`src/can_cap_pkg.sv`:
```
// ----------------------------------------------------------------------
// Register map and field layout
// ----------------------------------------------------------------------
package can_cap_pkg;
    localparam int         ADDR_W        = 4;
    localparam logic [3:0] STATUS_OFS    = 4'h0;
    localparam logic [3:0] CTRL_OFS      = 4'h4;
    localparam logic [3:0] TEC_OFS       = 4'h8;
    localparam logic [3:0] REC_OFS       = 4'hc;
    localparam int         CAP_W         = 8;
    localparam int         CNT_WIDTH     = 8;
    localparam int         ERR_LSB       = 0;
    localparam int         ARB_LSB       = 8;
    localparam int         ERR_FRESH_BIT = 16;
    localparam int         ARB_FRESH_BIT = 17;
    localparam int         CTRL_COMM_BIT = 0;
    localparam int         SEGMENT_W     = 5;
    localparam int         CLASS_W       = 2;
    localparam int         LOST_W        = 5;
    localparam int         PAD_W         = CAP_W - LOST_W;
    localparam logic [1:0] RESP_OKAY     = 2'h0;
    localparam logic [1:0] RESP_SLVERR   = 2'h2;
    localparam logic       DIR_TX        = 1'h0;
    localparam logic       DIR_RX        = 1'h1;
    localparam logic [4:0] SEGMENT_NONE  = 5'h00;
    localparam logic [1:0] CLASS_BIT     = 2'h0;
    localparam logic [1:0] CLASS_FORM    = 2'h1;
    localparam logic [1:0] CLASS_STUFF   = 2'h2;
    localparam logic [1:0] CLASS_OTHER   = 2'h3;
    localparam logic [7:0] CAP_CLEAR     = 8'h00;
    localparam logic [31:0] WORD_ZERO    = 32'h0000_0000;
    typedef enum logic {WR_COLLECT, WR_RESP} wr_state_type;
endpackage

```
`src/cap_if.sv`:
```
`timescale 1ns/100ps
// ----------------------------------------------------------------------
// Carrier between the top and one capture slot
// ----------------------------------------------------------------------
interface cap_if #(parameter int W = 8);
    logic         ev;
    logic [W-1:0] ev_data;
    logic         start;
    logic         rearm;
    logic [W-1:0] data;
    logic         fresh;
    modport ctrl (output ev, ev_data, start, rearm, input data, fresh);
    modport slot (input ev, ev_data, start, rearm, output data, fresh);
endinterface

```
`src/cap_slot.sv`:
```
`timescale 1ns/100ps
module cap_slot
    import can_cap_pkg::*;
#(
    parameter int W = CAP_W
)
(
    input  wire logic mclk,
    input  wire logic rst_b,
    input  wire logic ce,
    cap_if.slot       port
);
    logic         armed_q;
    logic         armed_d;
    logic         fresh_q;
    logic         fresh_d;
    logic [W-1:0] data_q;
    logic [W-1:0] data_d;

    // A read and an event in the same cycle: the event is kept.
    always_comb
    begin
        armed_d = armed_q;
        fresh_d = fresh_q;
        data_d  = data_q;
        if (port.start)
        begin
            armed_d = 1'b1;
            fresh_d = 1'b0;
            data_d  = '0;
        end
        else
        begin
            if (port.rearm)
            begin
                armed_d = 1'b1;
                fresh_d = 1'b0;
            end
            if (port.ev && (armed_q || port.rearm))
            begin
                armed_d = 1'b0;
                fresh_d = 1'b1;
                data_d  = port.ev_data;
            end
        end
    end

    always_ff @(posedge mclk or negedge rst_b)
    begin
        if (!rst_b)
        begin
            armed_q <= 1'b1;
            fresh_q <= 1'b0;
            data_q  <= '0;
        end
        else if (ce)
        begin
            armed_q <= armed_d;
            fresh_q <= fresh_d;
            data_q  <= data_d;
        end
    end

    assign port.data  = data_q;
    assign port.fresh = fresh_q;

    property p_hold;
        @(posedge mclk) disable iff (!rst_b)
        (!armed_q && !port.rearm && !port.start) |=> $stable(data_q) && fresh_q;
    endproperty
    a_hold: assert property (p_hold) else $error("capture changed while held");

    property p_take;
        @(posedge mclk) disable iff (!rst_b)
        (ce && port.ev && armed_q && !port.start) |=> (data_q == $past(port.ev_data)) && fresh_q;
    endproperty
    a_take: assert property (p_take) else $error("armed capture missed an event");
endmodule

```
`src/err_counter.sv`:
```
`timescale 1ns/100ps
module err_counter
    import can_cap_pkg::*;
#(
    parameter int W = CNT_WIDTH
)
(
    input  wire logic         mclk,
    input  wire logic         rst_b,
    input  wire logic         ce,
    input  wire logic         inc,
    output logic      [W-1:0] cnt
);
    logic [W-1:0] cnt_q;
    logic [W-1:0] cnt_d;

    // Saturates rather than wrapping so a flooded bus never reads as quiet.
    always_comb
    begin
        cnt_d = cnt_q;
        if (inc && (cnt_q != '1))
        begin
            cnt_d = cnt_q + W'(1);
        end
    end

    always_ff @(posedge mclk or negedge rst_b)
    begin
        if (!rst_b)
        begin
            cnt_q <= '0;
        end
        else if (ce)
        begin
            cnt_q <= cnt_d;
        end
    end

    assign cnt = cnt_q;
endmodule

```
`src/can_error_arb_capture.sv`:
```
// Implementation choices: the register addresses and the AXI4-Lite slave port.
`timescale 1ns/100ps
// ----------------------------------------------------------------------
// Functional notes
// - First bus error after start is held until status read, then re-armed.
// - First arbitration loss position is held until status read, then re-armed.
// - Each bus error while communication is enabled bumps the transmit or receive counter by direction.
// - Arbitration loss touches neither counter nor error capture.
// - Each capture has a fresh flag: set on new data, cleared by read.
// - Error capture byte sits in status bits 7 to 0.
// - Arbitration capture byte sits in status bits 15 to 8.
// - Error fresh flag sits at status bit 16.
// - Arbitration fresh flag sits at status bit 17.
// - Segment code zero means no error recorded.
// - Segment codes 2 to 15 name frame segments.
// - Segment codes 17 to 28 name error and framing phases.
// - Direction is 0 when transmitting, 1 when receiving.
// - Class is 0 bit, 1 form, 2 stuff, 3 other.
// - Lost position counts arbitration bits from the first identifier bit.
// - Before the first error after start all error fields read zero.
// ----------------------------------------------------------------------
module can_error_arb_capture
    import can_cap_pkg::*;
#(
    parameter int CNT_W = CNT_WIDTH
)
(
    input  wire logic              mclk,
    input  wire logic              rst_b,
    input  wire logic              ce,
    input  wire logic              bus_err,
    input  wire logic [SEGMENT_W-1:0] error_segment_code,
    input  wire logic [CLASS_W-1:0] error_class,
    input  wire logic              transmitting,
    input  wire logic              arb_lost,
    input  wire logic [LOST_W-1:0] lost_bit_position,
    output logic      [CNT_W-1:0]  tx_err_cnt,
    output logic      [CNT_W-1:0]  rx_err_cnt,
    input  wire logic [ADDR_W-1:0] s_axi_awaddr,
    input  wire logic              s_axi_awvalid,
    output logic                   s_axi_awready,
    input  wire logic [31:0]       s_axi_wdata,
    input  wire logic [3:0]        s_axi_wstrb,
    input  wire logic              s_axi_wvalid,
    output logic                   s_axi_wready,
    output logic      [1:0]        s_axi_bresp,
    output logic                   s_axi_bvalid,
    input  wire logic              s_axi_bready,
    input  wire logic [ADDR_W-1:0] s_axi_araddr,
    input  wire logic              s_axi_arvalid,
    output logic                   s_axi_arready,
    output logic      [31:0]       s_axi_rdata,
    output logic      [1:0]        s_axi_rresp,
    output logic                   s_axi_rvalid,
    input  wire logic              s_axi_rready
);
    // ------------------------------------------------------------------
    // Declarations
    // ------------------------------------------------------------------
    cap_if #(.W(CAP_W)) err_if ();
    cap_if #(.W(CAP_W)) arb_if ();

    wr_state_type      wr_state_q;
    wr_state_type      wr_state_d;
    logic              awready_q;
    logic              awready_d;
    logic              wready_q;
    logic              wready_d;
    logic              have_aw_q;
    logic              have_aw_d;
    logic              have_w_q;
    logic              have_w_d;
    logic [ADDR_W-1:0] waddr_q;
    logic [ADDR_W-1:0] waddr_d;
    logic [31:0]       wdata_q;
    logic [31:0]       wdata_d;
    logic              wstrb0_q;
    logic              wstrb0_d;
    logic              bvalid_q;
    logic              bvalid_d;
    logic [1:0]        bresp_q;
    logic [1:0]        bresp_d;
    logic              comm_q;
    logic              comm_d;
    logic              start;
    logic              arready_q;
    logic              arready_d;
    logic              rvalid_q;
    logic              rvalid_d;
    logic [31:0]       rdata_q;
    logic [31:0]       rdata_d;
    logic [1:0]        rresp_q;
    logic [1:0]        rresp_d;
    logic              status_rd;
    logic              err_take;
    logic [31:0]       status_word;

    // ------------------------------------------------------------------
    // Capture sources
    // ------------------------------------------------------------------
    // Events count only while communication is enabled.
    assign err_take = comm_q && bus_err;

    assign err_if.ev      = err_take;
    assign err_if.ev_data = {error_class,
                             transmitting ? DIR_TX : DIR_RX,
                             error_segment_code};
    assign err_if.start   = start;
    assign err_if.rearm   = status_rd;

    // An arbitration loss has its own slot and never reaches the error one.
    assign arb_if.ev      = comm_q && arb_lost;
    assign arb_if.ev_data = {PAD_W'(0), lost_bit_position};
    assign arb_if.start   = start;
    assign arb_if.rearm   = status_rd;

    cap_slot #(.W(CAP_W)) u_err_cap (
        .mclk  (mclk),
        .rst_b (rst_b),
        .ce    (ce),
        .port  (err_if.slot)
    );

    cap_slot #(.W(CAP_W)) u_arb_cap (
        .mclk  (mclk),
        .rst_b (rst_b),
        .ce    (ce),
        .port  (arb_if.slot)
    );

    err_counter #(.W(CNT_W)) u_tec (
        .mclk  (mclk),
        .rst_b (rst_b),
        .ce    (ce),
        .inc   (err_take && transmitting),
        .cnt   (tx_err_cnt)
    );

    err_counter #(.W(CNT_W)) u_rec (
        .mclk  (mclk),
        .rst_b (rst_b),
        .ce    (ce),
        .inc   (err_take && !transmitting),
        .cnt   (rx_err_cnt)
    );

    always_comb
    begin
        status_word                                   = WORD_ZERO;
        status_word[ERR_LSB +: CAP_W]                 = err_if.data;
        status_word[ARB_LSB +: CAP_W]                 = arb_if.data;
        status_word[ERR_FRESH_BIT]                    = err_if.fresh;
        status_word[ARB_FRESH_BIT]                    = arb_if.fresh;
    end

    // ------------------------------------------------------------------
    // Write channel
    // ------------------------------------------------------------------
    always_comb
    begin
        wr_state_d = wr_state_q;
        awready_d  = awready_q;
        wready_d   = wready_q;
        have_aw_d  = have_aw_q;
        have_w_d   = have_w_q;
        waddr_d    = waddr_q;
        wdata_d    = wdata_q;
        wstrb0_d   = wstrb0_q;
        bvalid_d   = bvalid_q;
        bresp_d    = bresp_q;
        comm_d     = comm_q;
        start      = 1'b0;
        case (wr_state_q)
            WR_COLLECT:
            begin
                if (s_axi_awvalid && awready_q)
                begin
                    have_aw_d = 1'b1;
                    awready_d = 1'b0;
                    waddr_d   = s_axi_awaddr;
                end
                if (s_axi_wvalid && wready_q)
                begin
                    have_w_d = 1'b1;
                    wready_d = 1'b0;
                    wdata_d  = s_axi_wdata;
                    wstrb0_d = s_axi_wstrb[0];
                end
                if (have_aw_q && have_w_q)
                begin
                    have_aw_d  = 1'b0;
                    have_w_d   = 1'b0;
                    bvalid_d   = 1'b1;
                    wr_state_d = WR_RESP;
                    bresp_d    = RESP_OKAY;
                    if (waddr_q == CTRL_OFS)
                    begin
                        if (wstrb0_q)
                        begin
                            comm_d = wdata_q[CTRL_COMM_BIT];
                            // Enabling afresh clears both captures.
                            start  = wdata_q[CTRL_COMM_BIT] && !comm_q;
                        end
                    end
                    else if ((waddr_q != STATUS_OFS) && (waddr_q != TEC_OFS) && (waddr_q != REC_OFS))
                    begin
                        bresp_d = RESP_SLVERR;
                    end
                end
            end
            WR_RESP:
            begin
                if (s_axi_bready)
                begin
                    bvalid_d   = 1'b0;
                    awready_d  = 1'b1;
                    wready_d   = 1'b1;
                    wr_state_d = WR_COLLECT;
                end
            end
            default:
            begin
                wr_state_d = WR_COLLECT;
            end
        endcase
    end

    always_ff @(posedge mclk or negedge rst_b)
    begin
        if (!rst_b)
        begin
            wr_state_q <= WR_COLLECT;
            awready_q  <= 1'b1;
            wready_q   <= 1'b1;
            have_aw_q  <= 1'b0;
            have_w_q   <= 1'b0;
            waddr_q    <= '0;
            wdata_q    <= WORD_ZERO;
            wstrb0_q   <= 1'b0;
            bvalid_q   <= 1'b0;
            bresp_q    <= RESP_OKAY;
            comm_q     <= 1'b0;
        end
        else if (ce)
        begin
            wr_state_q <= wr_state_d;
            awready_q  <= awready_d;
            wready_q   <= wready_d;
            have_aw_q  <= have_aw_d;
            have_w_q   <= have_w_d;
            waddr_q    <= waddr_d;
            wdata_q    <= wdata_d;
            wstrb0_q   <= wstrb0_d;
            bvalid_q   <= bvalid_d;
            bresp_q    <= bresp_d;
            comm_q     <= comm_d;
        end
    end

    // ------------------------------------------------------------------
    // Read channel
    // ------------------------------------------------------------------
    // The word is sampled in the cycle that re-arms, so nothing slips between.
    always_comb
    begin
        arready_d = arready_q;
        rvalid_d  = rvalid_q;
        rdata_d   = rdata_q;
        rresp_d   = rresp_q;
        status_rd = 1'b0;
        if (rvalid_q && s_axi_rready)
        begin
            rvalid_d  = 1'b0;
            arready_d = 1'b1;
        end
        if (s_axi_arvalid && arready_q)
        begin
            arready_d = 1'b0;
            rvalid_d  = 1'b1;
            rresp_d   = RESP_OKAY;
            rdata_d   = WORD_ZERO;
            case (s_axi_araddr)
                STATUS_OFS:
                begin
                    rdata_d   = status_word;
                    status_rd = 1'b1;
                end
                CTRL_OFS: rdata_d[CTRL_COMM_BIT] = comm_q;
                TEC_OFS:  rdata_d[CNT_W-1:0] = tx_err_cnt;
                REC_OFS:  rdata_d[CNT_W-1:0] = rx_err_cnt;
                default:  rresp_d = RESP_SLVERR;
            endcase
        end
    end

    always_ff @(posedge mclk or negedge rst_b)
    begin
        if (!rst_b)
        begin
            arready_q <= 1'b1;
            rvalid_q  <= 1'b0;
            rdata_q   <= WORD_ZERO;
            rresp_q   <= RESP_OKAY;
        end
        else if (ce)
        begin
            arready_q <= arready_d;
            rvalid_q  <= rvalid_d;
            rdata_q   <= rdata_d;
            rresp_q   <= rresp_d;
        end
    end

    assign s_axi_awready = awready_q;
    assign s_axi_wready  = wready_q;
    assign s_axi_bvalid  = bvalid_q;
    assign s_axi_bresp   = bresp_q;
    assign s_axi_arready = arready_q;
    assign s_axi_rvalid  = rvalid_q;
    assign s_axi_rdata   = rdata_q;
    assign s_axi_rresp   = rresp_q;

    // ------------------------------------------------------------------
    // Checks
    // ------------------------------------------------------------------
    property p_tx_count;
        @(posedge mclk) disable iff (!rst_b)
        (ce && err_take && transmitting && (tx_err_cnt != '1)) |=> tx_err_cnt == $past(tx_err_cnt) + CNT_W'(1);
    endproperty
    a_tx_count: assert property (p_tx_count) else $error("transmit error not counted");

    property p_arb_quiet;
        @(posedge mclk) disable iff (!rst_b)
        (arb_lost && !bus_err) |=> $stable(tx_err_cnt) && $stable(rx_err_cnt);
    endproperty
    a_arb_quiet: assert property (p_arb_quiet) else $error("arbitration loss moved a counter");

    property p_low_bytes;
        @(posedge mclk) disable iff (!rst_b)
        (ce && status_rd) |=> (rdata_q[ERR_LSB +: CAP_W] == $past(err_if.data))
            && (rdata_q[ARB_LSB +: CAP_W] == $past(arb_if.data));
    endproperty
    a_low_bytes: assert property (p_low_bytes) else $error("capture bytes misplaced");

    property p_fresh_bits;
        @(posedge mclk) disable iff (!rst_b)
        (ce && status_rd) |=> (rdata_q[ERR_FRESH_BIT] == $past(err_if.fresh))
            && (rdata_q[ARB_FRESH_BIT] == $past(arb_if.fresh));
    endproperty
    a_fresh_bits: assert property (p_fresh_bits) else $error("fresh flags misplaced");

    property p_rearm;
        @(posedge mclk) disable iff (!rst_b)
        (ce && status_rd && !bus_err && !arb_lost && !start) |=> !err_if.fresh && !arb_if.fresh;
    endproperty
    a_rearm: assert property (p_rearm) else $error("read left a fresh flag set");

    property p_start_zero;
        @(posedge mclk) disable iff (!rst_b)
        (ce && start) |=> (err_if.data == CAP_CLEAR) && !err_if.fresh;
    endproperty
    a_start_zero: assert property (p_start_zero) else $error("error capture not cleared at start");
endmodule

```
`config.mk`:
```
export PLATFORM = sky130hd
export DESIGN_NAME = can_error_arb_capture
export DESIGN_NICKNAME = d
export VERILOG_FILES = /design/src/can_cap_pkg.sv /design/src/cap_if.sv /design/src/cap_slot.sv /design/src/err_counter.sv /design/src/can_error_arb_capture.sv
export SDC_FILE = /design/constraint.sdc
export NUM_CORES = 1
export LEC_CHECK = 0
export BUFFER_PORTS_ARGS = -buffer_cell sky130_fd_sc_hd__buf_2
export CAP_MARGIN = 30
export CORE_UTILIZATION = 50
export DETAILED_ROUTE_END_ITERATION = 12
export GPL_TIMING_DRIVEN = 0
export PLACE_DENSITY = 0.8
export SETUP_SLACK_MARGIN = 0.5
export SYNTH_ARGS = -nofsm -noshare
export SYNTH_HDL_FRONTEND = slang
export SYNTH_HIERARCHICAL = 1
export SYNTH_SLANG_ARGS = --single-unit
```
`constraint.sdc`:
```
create_clock -name mclk -period 2.55 [get_ports mclk]
set_input_delay 0.1275 -clock mclk [delete_from_list [all_inputs] [get_ports mclk]]
set_output_delay 0.1275 -clock mclk [all_outputs]
set_load 0.05 [all_outputs]
```
==> run_results.csv, run 1 <==
group,metric,value,unit
grt,first_global_vias,2656,
finish,final_layout_size_suffix_gt1_frac,0.364,
sta,timing.final.hold_violations,0,
worst_setup_path,cp-end-kind,"register",
clock_tree,cts_tree,"done",
power,power_frac_seq,0.516,
yosys,synth.area.top_cells,"dfrtp_1 47%, mux2_2 5.1%, mux2i_1 4.8%",
worst_setup_path,cp-start-kind,"register",
grt,grt_start_max_net_pins,72,
floorplan,top_level_ports,124,
sta,final.setup_skew,0.0134,ns
finish,fillers,591,
yosys,synth_area_leader_cell,"dfrtp_1",
finish,finalNetCount,496,
yosys,synth-seq-area-share,0.503,
grt,grt_first_pass_wirelength,12900,µm
route,ant_nets,0,
finish,mostFrequentLayoutCell,"buf_2",
place,placement.io_buffers,72,
clock_tree,clkTransAtPathRegs,0.08,ns
power,static-leakage-power,2.32,nW
clock_tree,cts_setup_buffers,0,
route,via_count,2784,
place,hpwlAfterDp,5380,µm
finish,syn_to_final_growth,21.9,%
place,detailed_place.area,0.00410,mm²
sta,rsz0062_at_grt,"false",
worst_setup_path,timing.critical_path.cells,"or4b_2 -> nor4_2 -> clkbuf_2 -> o22ai_1",
floorplan,die_h,86.2,µm
worst_setup_path,slowest_delay,0.69,ns
clock_tree,cts_max_level,3,
grt,gr_usage_total,0.223,
sta,final-max-slew-violation-count,0,
worst_setup_path,crit_type,"register to register",
sta,timing.final.setup_violations,0,
worst_setup_path,critical_path.slowest_cell,"or4b_2",
yosys,yosys.cell_types.count,54,
route,drt-initial-drc-count,191,
yosys,synthFlopType,"dfrtp_1",
worst_setup_path,worst-path-max-fanout,10,
grt,globalRouteOverflowTotal,0,
power,combPwrFrac,0.075,
status,run_status,"completed",
clock_tree,clk_root_buffer_cell,"clkbuf_8",
yosys,syn_avg_cell_area,10.9,µm²
place,place_congestion,0.914,
route,wl_per_cell,14.9,µm
grt,grt_antenna_before_repair,0,
floorplan,starting_density,0.519,
hold_path,worstHoldPathType,"input pin to register",
power,internal-power,1.65,mW
finish,n_antenna_cell,0,
yosys,async_flop_share,1.00,
sta,timing_worst_slew_pin_value,0.886,ns
power,sw_frac_of_total,0.245,
worst_setup_path,timing.critical_path.required,2.74,ns
sta,fin_crit,1.94,ns
job,max-cap-violations,0,
power,p_total,2.18,mW
worst_setup_path,worst_path_dominant_cell_family,"simple AND/OR/NAND/NOR gates",
finish,finalNonFillerCells,527,
power,highest_ir_drop_seen_on_vdd,0.000212,V
route,drc_errors,0,
yosys,ys_warn_count,6,
place,dp.cells,510,
route,post_drt_via_cell_ratio,5.28,
yosys,synth_largest_type_area_fraction,0.466,
clock_tree,max-clock-path-buffers,2,
route,first_pass_iters,4,
yosys,total_of_flip_flops_plus_latches_after_synthesis,71,
finish,most-common-layout-cells,"73 x buf_2, 66 x dfrtp_1, 25 x nand2_1, 25 x inv_1, 19 x conb_1",
clock_tree,cts_num_sinks,71,
sta,max_slew_margin,0.410,
clock_tree,clk-insertion-delay-late,0.34,ns
sta,setup-tns-final,0,ns
floorplan,die_width,86.2,µm
floorplan,die_area,0.00743,mm²
floorplan,coreArea,0.00683,mm²
finish,design_area,0.00432,mm²
worst_setup_path,path_buf_inv,1,
yosys,synth_edf_count,0,
yosys,syn-instance-count,324,
power,clock_power_share,0.410,
clock_tree,tritoncts.num_buffers,9,
yosys,synthesis.area,0.00355,mm²
worst_setup_path,cp.arrival,2.14,ns
power,pwr_density_cell,505,mW/mm²
floorplan,fp-row-count,30,
sta,final.period_utilization,0.762,
sta,max_clock_freq,515,MHz
route,finalWirelength,7830,µm
power,total_switching_power,534,µW
-- synth_stat cells, types with 3 or more instances --
cell type,count
mux2_1,4
dfstp_2,5
o211ai_2,3
xnor2_1,5
nand4b_1,3
o22ai_1,18
mux2_2,16
a21oi_1,12
o21ai_0,6
o21ai_1,5
buf_6,4
buf_4,16
nand4_1,4
nor3_1,4
a22o_2,10
mux2i_1,17
a22oi_1,7
nand2_1,25
dfrtp_1,66
clkbuf_1,6
and4_1,4
nor2_1,11
a31oi_1,3
nand3_1,5
inv_1,25
-- through the flow --
stage                util  hold WS (ns)  worst slack, ns
global placement    0.599         0.341            0.420
detailed placement  0.600         0.309            0.393
floorplan               -        -0.168            0.719
finish              0.633        0.0172            0.607
CTS                 0.632       0.00230            0.518
global route        0.633       0.00993            0.525
-- power by group through the flow --
stage / Clock [mW] / Combinational, mW / Sequential (mW)
finish: 0.894 / 0.163 / 1.13
global route: 0.947 / 0.176 / 1.13
CTS: 0.912 / 0.163 / 1.13
detailed placement: 0 / 0.160 / 1.15
global placement: 0 / 0.159 / 1.15
floorplan: 0 / 0.0973 / 1.15
-- sequential cells by signal, summed over array words and instances (netlist names), 4 cells and up --
signal               flops
u_arb_cap/port.data      8
u_err_cap/port.data      8
s_axi_rdata             18
u_tec/cnt                8
waddr_q                  4
u_rec/cnt                8
-- metal layers --
layer,GRT usage,vias to the layer above,share of wire
met1,0.319,1321,0.47
met2,0.337,101,0.46
met3,0.0371,16,0.050
li1,-,1346,-
met5,0,-,0
met4,0.0970,0,0.019
-- layout make-up --
cell class	count	area [µm²]	area share
clock buffers	10	138	0.0318
repair buffers	74	383	0.0886
plain buffers	28	200	0.0463
clock inverters	5	58.8	0.0136
multi-input cells	218	1550	0.358
well taps	96	120	0.0278
inverters	25	93.8	0.0217
flip-flops and latches	71	1780	0.412
-- what timing repair did --
action,4_1_cts,5_1_grt
endpoints found under the setup margin,20,20
pin swaps,0,0
hold buffers,2,0
gates resized for setup,2,1
endpoints found under the hold margin,67,0
-- logic make-up (layout without fill, tap and decap cells) --
family,after synthesis,after routing,synth area share
other cells,1,19,0.00106
mux,37,37,0.111
simple gates,78,78,0.125
xor+xnor,5,5,0.0123
compound gates,77,77,0.158
fa+ha+maj,2,2,0.00705
flops,71,71,0.503
buf+inv,53,142,0.0822
-- worst paths after layout --
check | startpoint | end | slack (ns) | cells after the start
max | comm_q$_DFFE_PN0P_ | u_err_cap/port.data[6]$_DFFE_PN0P_ | 0.61 | 4
min | s_axi_wstrb[0] | wstrb0_q$_DFFE_PN0P_ | 0.02 | 2
max reg2reg | comm_q$_DFFE_PN0P_ | u_err_cap/port.data[6]$_DFFE_PN0P_ | 0.61 | 4
min reg2reg | s_axi_rdata[4]$_DFFE_PN0P_ | s_axi_rdata[4]$_DFFE_PN0P_ | 0.48 | 2
max in group asynchronous | rst_b | u_err_cap/port.data[3]$_DFFE_PN0P_ | 1.51 | 2
min in group asynchronous | rst_b | u_rec/cnt[6]$_DFFE_PN0P_ | 0.44 | 2
No activity file was read; power rests on OpenSTA's default activity.
==> inputs of run 2 (changes only) <==
CORE_UTILIZATION = 45   (was 50)
PLACE_DENSITY = 0.76   (was 0.8)
clock period = 1.65 ns   (was 2.55 ns; I/O delays follow)
==> run 2 against run 1 <==
Net effect: the run now ends with setup timing left; cell area increased by 28%; first-iteration DRC count did not move; clock skew about the same; clock power rose by 110%; highest routed layer unchanged; register-to-register slack got worse by 0.64 ns; global-route usage grew 1.3 points; flip-flop and latch count unchanged; final cell count increased by 10%; worst setup slack worse by 0.64 ns; core utilization is 8.8 points higher; power grew 77%.
==> run_results.csv, run 2 (synthesis gave the netlist of run 1 again) <==
group,metric,value,unit
hold_path,hold_path_depth,4,
sta,timing.final.setup_violations,20,
finish,mostFrequentLayoutCell,"buf_2",
worst_setup_path,cp-start-kind,"register",
clock_tree,clk-insertion-delay-late,0.36,ns
hold_path,hold_end,"wr_state_q$_DFFE_PN0P_",
hold_path,hold_sp,"s_axi_bready",
sta,timing_worst_slew_pin_value,0.694,ns
status,failed_checks,"setup timing",
floorplan,starting_density,0.461,
route,ant_nets,0,
sta,fin_ws,-0.0367,ns
power,pwr_density_cell,696,mW/mm²
place,placement.io_buffers,72,
clock_tree,clkTransAtPathRegs,0.07,ns
power,highest_ir_drop_seen_on_vdd,0.000404,V
worst_setup_path,reg2regPathDepth,6,
floorplan,die_h,90.8,µm
clock_tree,cts_max_level,3,
job,max-cap-violations,0,
worst_setup_path,timing.critical_path.cells,"nand2_2 -> or4b_4 -> nor4_4 -> buf_6 -> buf_8 -> o22ai_1",
sta,fin_crit,1.69,ns
worst_setup_path,worst_r2r_end,"u_err_cap/port.data[4]$_DFFE_PN0P_",
floorplan,coreArea,0.00769,mm²
clock_tree,cts_tree,"done",
sta,rsz0062_at_grt,"true",
sta,final.setup_skew,0.0137,ns
worst_setup_path,timing.critical_path.required,1.86,ns
place,hpwlAfterDp,5610,µm
sta,max_clock_freq,593,MHz
worst_setup_path,crit_type,"register to register",
worst_setup_path,critical_path.slowest_cell,"or4b_4",
clock_tree,tritoncts.num_buffers,9,
route,drc_errors,0,
grt,grt_first_pass_wirelength,15100,µm
worst_setup_path,cp-end-kind,"register",
place,place_congestion,0.821,
power,static-leakage-power,2.90,nW
clock_tree,clk_root_buffer_cell,"clkbuf_8",
clock_tree,cts_num_sinks,71,
floorplan,die_width,90.8,µm
finish,finalNetCount,544,
grt,gr_usage_total,0.236,
finish,n_antenna_cell,0,
worst_setup_path,worst-path-max-fanout,5,
finish,largest_register_ffs,18,
route,post_drt_via_cell_ratio,5.42,
route,drt-initial-drc-count,191,
sta,max_slew_margin,0.537,
power,p_total,3.86,mW
worst_setup_path,slowest_delay,0.55,ns
route,wl_per_cell,17.5,µm
worst_setup_path,r2r-start,"have_aw_q$_DFFE_PN0P_",
floorplan,die_area,0.00824,mm²
grt,grt_start_max_net_pins,72,
finish,final_util,0.721,
sta,timing.final.hold_violations,0,
sta,hold_slack,0.0181,ns
floorplan,top_level_ports,124,
worst_setup_path,cp.arrival,1.90,ns
floorplan,fp-row-count,32,
route,first_pass_iters,4,
sta,final-max-slew-violation-count,0,
route,via_count,3155,
place,preCtsSetupSlack,-0.0708,ns
grt,first_global_vias,3025,
worst_setup_path,setup.reg_to_reg.worst_slack,-0.04,ns
grt,globalRouteOverflowTotal,0,
status,run_status,"finished, violations left",
clock_tree,max-clock-path-buffers,2,
sta,final.period_utilization,1.02,
finish,syn_to_final_growth,56.3,%
hold_path,worstHoldPathType,"input pin to register",
finish,most-common-layout-cells,"54 x buf_2, 49 x dfrtp_1, 40 x buf_4, 29 x buf_6, 25 x inv_1",
finish,final_layout_size_suffix_gt1_frac,0.575,
grt,grt_antenna_before_repair,0,
route,finalWirelength,10200,µm
[run 2: routing by layer]
layer,global-route usage,vias up,share of wire
met2,0.371,103,0.48
met1,0.315,1581,0.44
li1,-,1447,-
met5,0,-,0
met4,0.107,0,0.023
met3,0.0480,24,0.056
[run 2: area by class of cell]
cell class	count	area, µm²
buffer	28	243
clock buffer	10	128
clock inverter	6	134
fill	501	2140
inverter	25	93.8
multi-input combinational	218	2040
sequential	71	1810
tap	102	128
timing repair buffer	122	967
[run 2: how the worst max path moves through the flow]
stage / from / end / slack (ns) / cells after the start
after CTS: have_w_q$_DFFE_PN0P_ / u_arb_cap/port.data[1]$_DFFE_PN0P_ / 0.01 / 6
after floorplan: comm_q$_DFFE_PN0P_ / u_arb_cap/port.data[0]$_DFFE_PN0P_ / 0.09 / 4
after detailed placement: comm_q$_DFFE_PN0P_ / u_arb_cap/port.data[6]$_DFFE_PN0P_ / -0.07 / 4
after global routing: have_aw_q$_DFFE_PN0P_ / u_err_cap/port.data[7]$_DFFE_PN0P_ / -0.13 / 6
final: have_aw_q$_DFFE_PN0P_ / u_err_cap/port.data[4]$_DFFE_PN0P_ / -0.04 / 6
after global placement: comm_q$_DFFE_PN0P_ / u_arb_cap/port.data[5]$_DFFE_PN0P_ / -0.06 / 4
[run 2: power breakdown]
| group | internal, mW | switching, mW | total, mW | leakage, nW |
|---|---|---|---|---|
| Clock | 1.16 | 0.680 | 1.84 | 0.130 |
| Combinational | 0.0881 | 0.192 | 0.280 | 1.94 |
| Sequential | 1.74 | 0.00000000000000393 | 1.74 | 0.834 |
[run 2: worst max-delay path: cells and delay by family (launching register included)]
| family | cells | cell delay (ns) |
|---|---|---|
| flops | 1 | 0.38 |
| compound gates | 1 | 0.07 |
| simple gates | 3 | 0.79 |
| buf+inv | 2 | 0.29 |
[run 2: stage by stage]
stage	TNS (ns)	instance area [µm²]	std cells
final	-0.428	5540	582
after global routing	-2.12	5540	582
after CTS	0	5100	568
after detailed placement	-1.05	4240	516
after global placement	-1.00	4240	516
after floorplan	0	3750	342
[run 2: what timing repair did]
action | in CTS | in global routing
pin swaps | 20 | 12
hold endpoints to repair | 73 | 0
cloned | 5 | 0
setup endpoints to repair | 79 | 103
gates resized for setup | 76 | 81
hold buffers | 8 | 0
setup buffers | 23 | 14
==> inputs of run 3 (changes only) <==
CORE_UTILIZATION = 50   (was 45)
PLACE_DENSITY = not set   (was 0.76)
PLACE_DENSITY_LB_ADDON = 0.25   (was not set)
clock period = 1.7 ns   (was 1.65 ns; I/O delays follow)
==> run 3 against run 2 <==
Net effect: the flow now finishes without violations; largest power group is now sequential cells; maximum frequency up 2.2%; power down 11%; via count down 2.5%; flip-flop and latch count unchanged; largest cell class unchanged; worst hold slack better by 0.013 ns.
==> run_results.csv, run 3 (synthesis gave the netlist of run 1 again) <==
group,metric,value,unit
status,run_status,"completed",
floorplan,die_h,86.2,µm
worst_setup_path,worst_path_dominant_cell_family,"simple AND/OR/NAND/NOR gates",
sta,rsz0062_at_grt,"true",
worst_setup_path,path_buf_inv,2,
worst_setup_path,cp.arrival,1.86,ns
grt,gr_usage_total,0.250,
place,hpwlAfterDp,5580,µm
sta,max_clock_freq,606,MHz
sta,timing.final.hold_violations,0,
clock_tree,cts_num_sinks,71,
route,ant_nets,0,
route,via_count,3075,
clock_tree,clk-insertion-delay-late,0.35,ns
place,preCtsSetupSlack,-0.0404,ns
worst_setup_path,timing.critical_path.required,1.91,ns
grt,grt_antenna_before_repair,0,
finish,syn_to_final_growth,46.8,%
sta,timing_worst_slew_pin_value,0.631,ns
floorplan,top_level_ports,124,
clock_tree,cts_max_level,3,
clock_tree,clk_root_buffer_cell,"clkbuf_8",
sta,fin_crit,1.65,ns
clock_tree,clkTransAtPathRegs,0.08,ns
worst_setup_path,cp_num_cells,6,
grt,grt_start_max_net_pins,72,
power,pwr_density_cell,662,mW/mm²
power,static-leakage-power,2.64,nW
worst_setup_path,reg2regPathDepth,6,
route,drc_errors,0,
floorplan,fp-row-count,30,
power,highest_ir_drop_seen_on_vdd,0.000411,V
place,detailed_place.area,0.00424,mm²
route,post_drt_via_cell_ratio,5.38,
worst_setup_path,worst-path-max-fanout,5,
worst_setup_path,cp-start-kind,"register",
job,max-cap-violations,0,
route,drt-initial-drc-count,219,
place,placement.io_buffers,72,
worst_setup_path,cp-end-kind,"register",
finish,most-common-layout-cells,"62 x buf_2, 49 x dfrtp_1, 40 x buf_4, 25 x inv_1, 22 x buf_6",
worst_setup_path,critical_path.slowest_cell,"or4b_4",
floorplan,starting_density,0.519,
finish,design_area,0.00521,mm²
sta,max_slew_margin,0.579,
clock_tree,tritoncts.num_buffers,9,
sta,final.period_utilization,0.971,
sta,timing.final.setup_violations,0,
sta,fin_ws,0.0488,ns
clock_tree,cts_tree,"done",
worst_setup_path,slowest_delay,0.53,ns
worst_setup_path,timing.critical_path.cells,"nand2_2 -> or4b_4 -> nor4_4 -> buf_6 -> buf_8 -> o22ai_1",
finish,finalNonFillerCells,572,
sta,hold_slack,0.0307,ns
finish,mostFrequentLayoutCell,"buf_2",
route,first_pass_iters,6,
grt,grt_first_pass_wirelength,14200,µm
floorplan,coreArea,0.00683,mm²
hold_path,hold_path_depth,3,
floorplan,die_area,0.00743,mm²
finish,largest_register_ffs,18,
power,p_total,3.45,mW
floorplan,die_width,86.2,µm
grt,globalRouteOverflowTotal,0,
grt,first_global_vias,2906,
worst_setup_path,crit_type,"register to register",
finish,fillers,435,
finish,finalNetCount,541,
route,finalWirelength,9290,µm
route,wl_per_cell,16.2,µm
sta,final-max-slew-violation-count,0,
place,dp.cells,510,
finish,n_antenna_cell,0,
hold_path,worstHoldPathType,"input pin to register",
sta,final.setup_skew,0.0111,ns
finish,final_layout_size_suffix_gt1_frac,0.540,
clock_tree,max-clock-path-buffers,2,
place,place_congestion,0.807,
==> run 3: changes by cell type in the layout (fill, tap and decap cells not counted), sizes merged <==
cell      previous run  this run
buf                136       130
bufinv               4         2
clkbuf              16        19
clkinv               2         0
clkinvlp             0         3
==> run 3: cell type report <==
cell class	instances	area, µm²	share of cell area
Buffer	28	253	0.0485
Tap cell	96	120	0.0231
Clock inverter	5	82.6	0.0159
Timing Repair Buffer	119	860	0.165
Inverter	25	93.8	0.0180
Clock buffer	10	138	0.0264
Sequential cell	71	1810	0.347
Multi-Input combinational cell	218	1850	0.356
==> run 3: per-stage QoR <==
step / setup TNS [ns] / utilization
after global routing: 0 / 0.762
after global placement: -0.0499 / 0.620
after floorplan: 0 / -
after detailed placement: -0.296 / 0.620
after CTS: 0 / 0.725
final: 0 / 0.762
==> run 3: metal layers <==
metal / up-vias / wire, µm / track usage
li1: 1434 / - / -
met1: 1513 / 4170 / 0.355
met2: 106 / 4450 / 0.371
met3: 22 / 457 / 0.0590
met4: 0 / 212 / 0.103
met5: - / 0 / 0
==> run 3: path summary, 6_finish.rpt <==
| check | slack, ns | start | endpoint |
|---|---|---|---|
| worst max-delay path | 0.05 | have_aw_q$_DFFE_PN0P_ | u_arb_cap/port.data[6]$_DFFE_PN0P_ |
| worst min-delay path | 0.03 | error_segment_code[2] | u_err_cap/port.data[2]$_DFFE_PN0P_ |
| worst max register to register | 0.05 | have_aw_q$_DFFE_PN0P_ | u_arb_cap/port.data[6]$_DFFE_PN0P_ |
| worst min register to register | 0.48 | s_axi_bvalid$_DFFE_PN0P_ | s_axi_bvalid$_DFFE_PN0P_ |
| max in group asynchronous | 0.91 | rst_b | u_tec/cnt[1]$_DFFE_PN0P_ |
| min in group asynchronous | 0.31 | rst_b | u_rec/cnt[4]$_DFFE_PN0P_ |
==> run 3: worst register-to-register path: stages, from the launching register on <==
cell	delay (ns)
dfrtp_1	0.39
nand2_2	0.08
or4b_4	0.53
nor4_4	0.15
buf_6	0.17
buf_8	0.13
o22ai_1	0.07
==> run 3: where the power goes <==
part | switching, mW | total (mW) | internal, mW
Combinational | 0.184 | 0.269 | 0.0853
Sequential | 0.00000000000000356 | 1.69 | 1.69
Clock | 0.635 | 1.49 | 0.857
==> run 3: repair_timing <==
item,4_1_cts,5_1_grt
hold buffers,8,0
gates cloned,3,1
pin swaps,10,9
endpoints found under the hold margin,73,0
resized for setup,45,55
buffers inserted,25,10
setup endpoints to repair,63,94
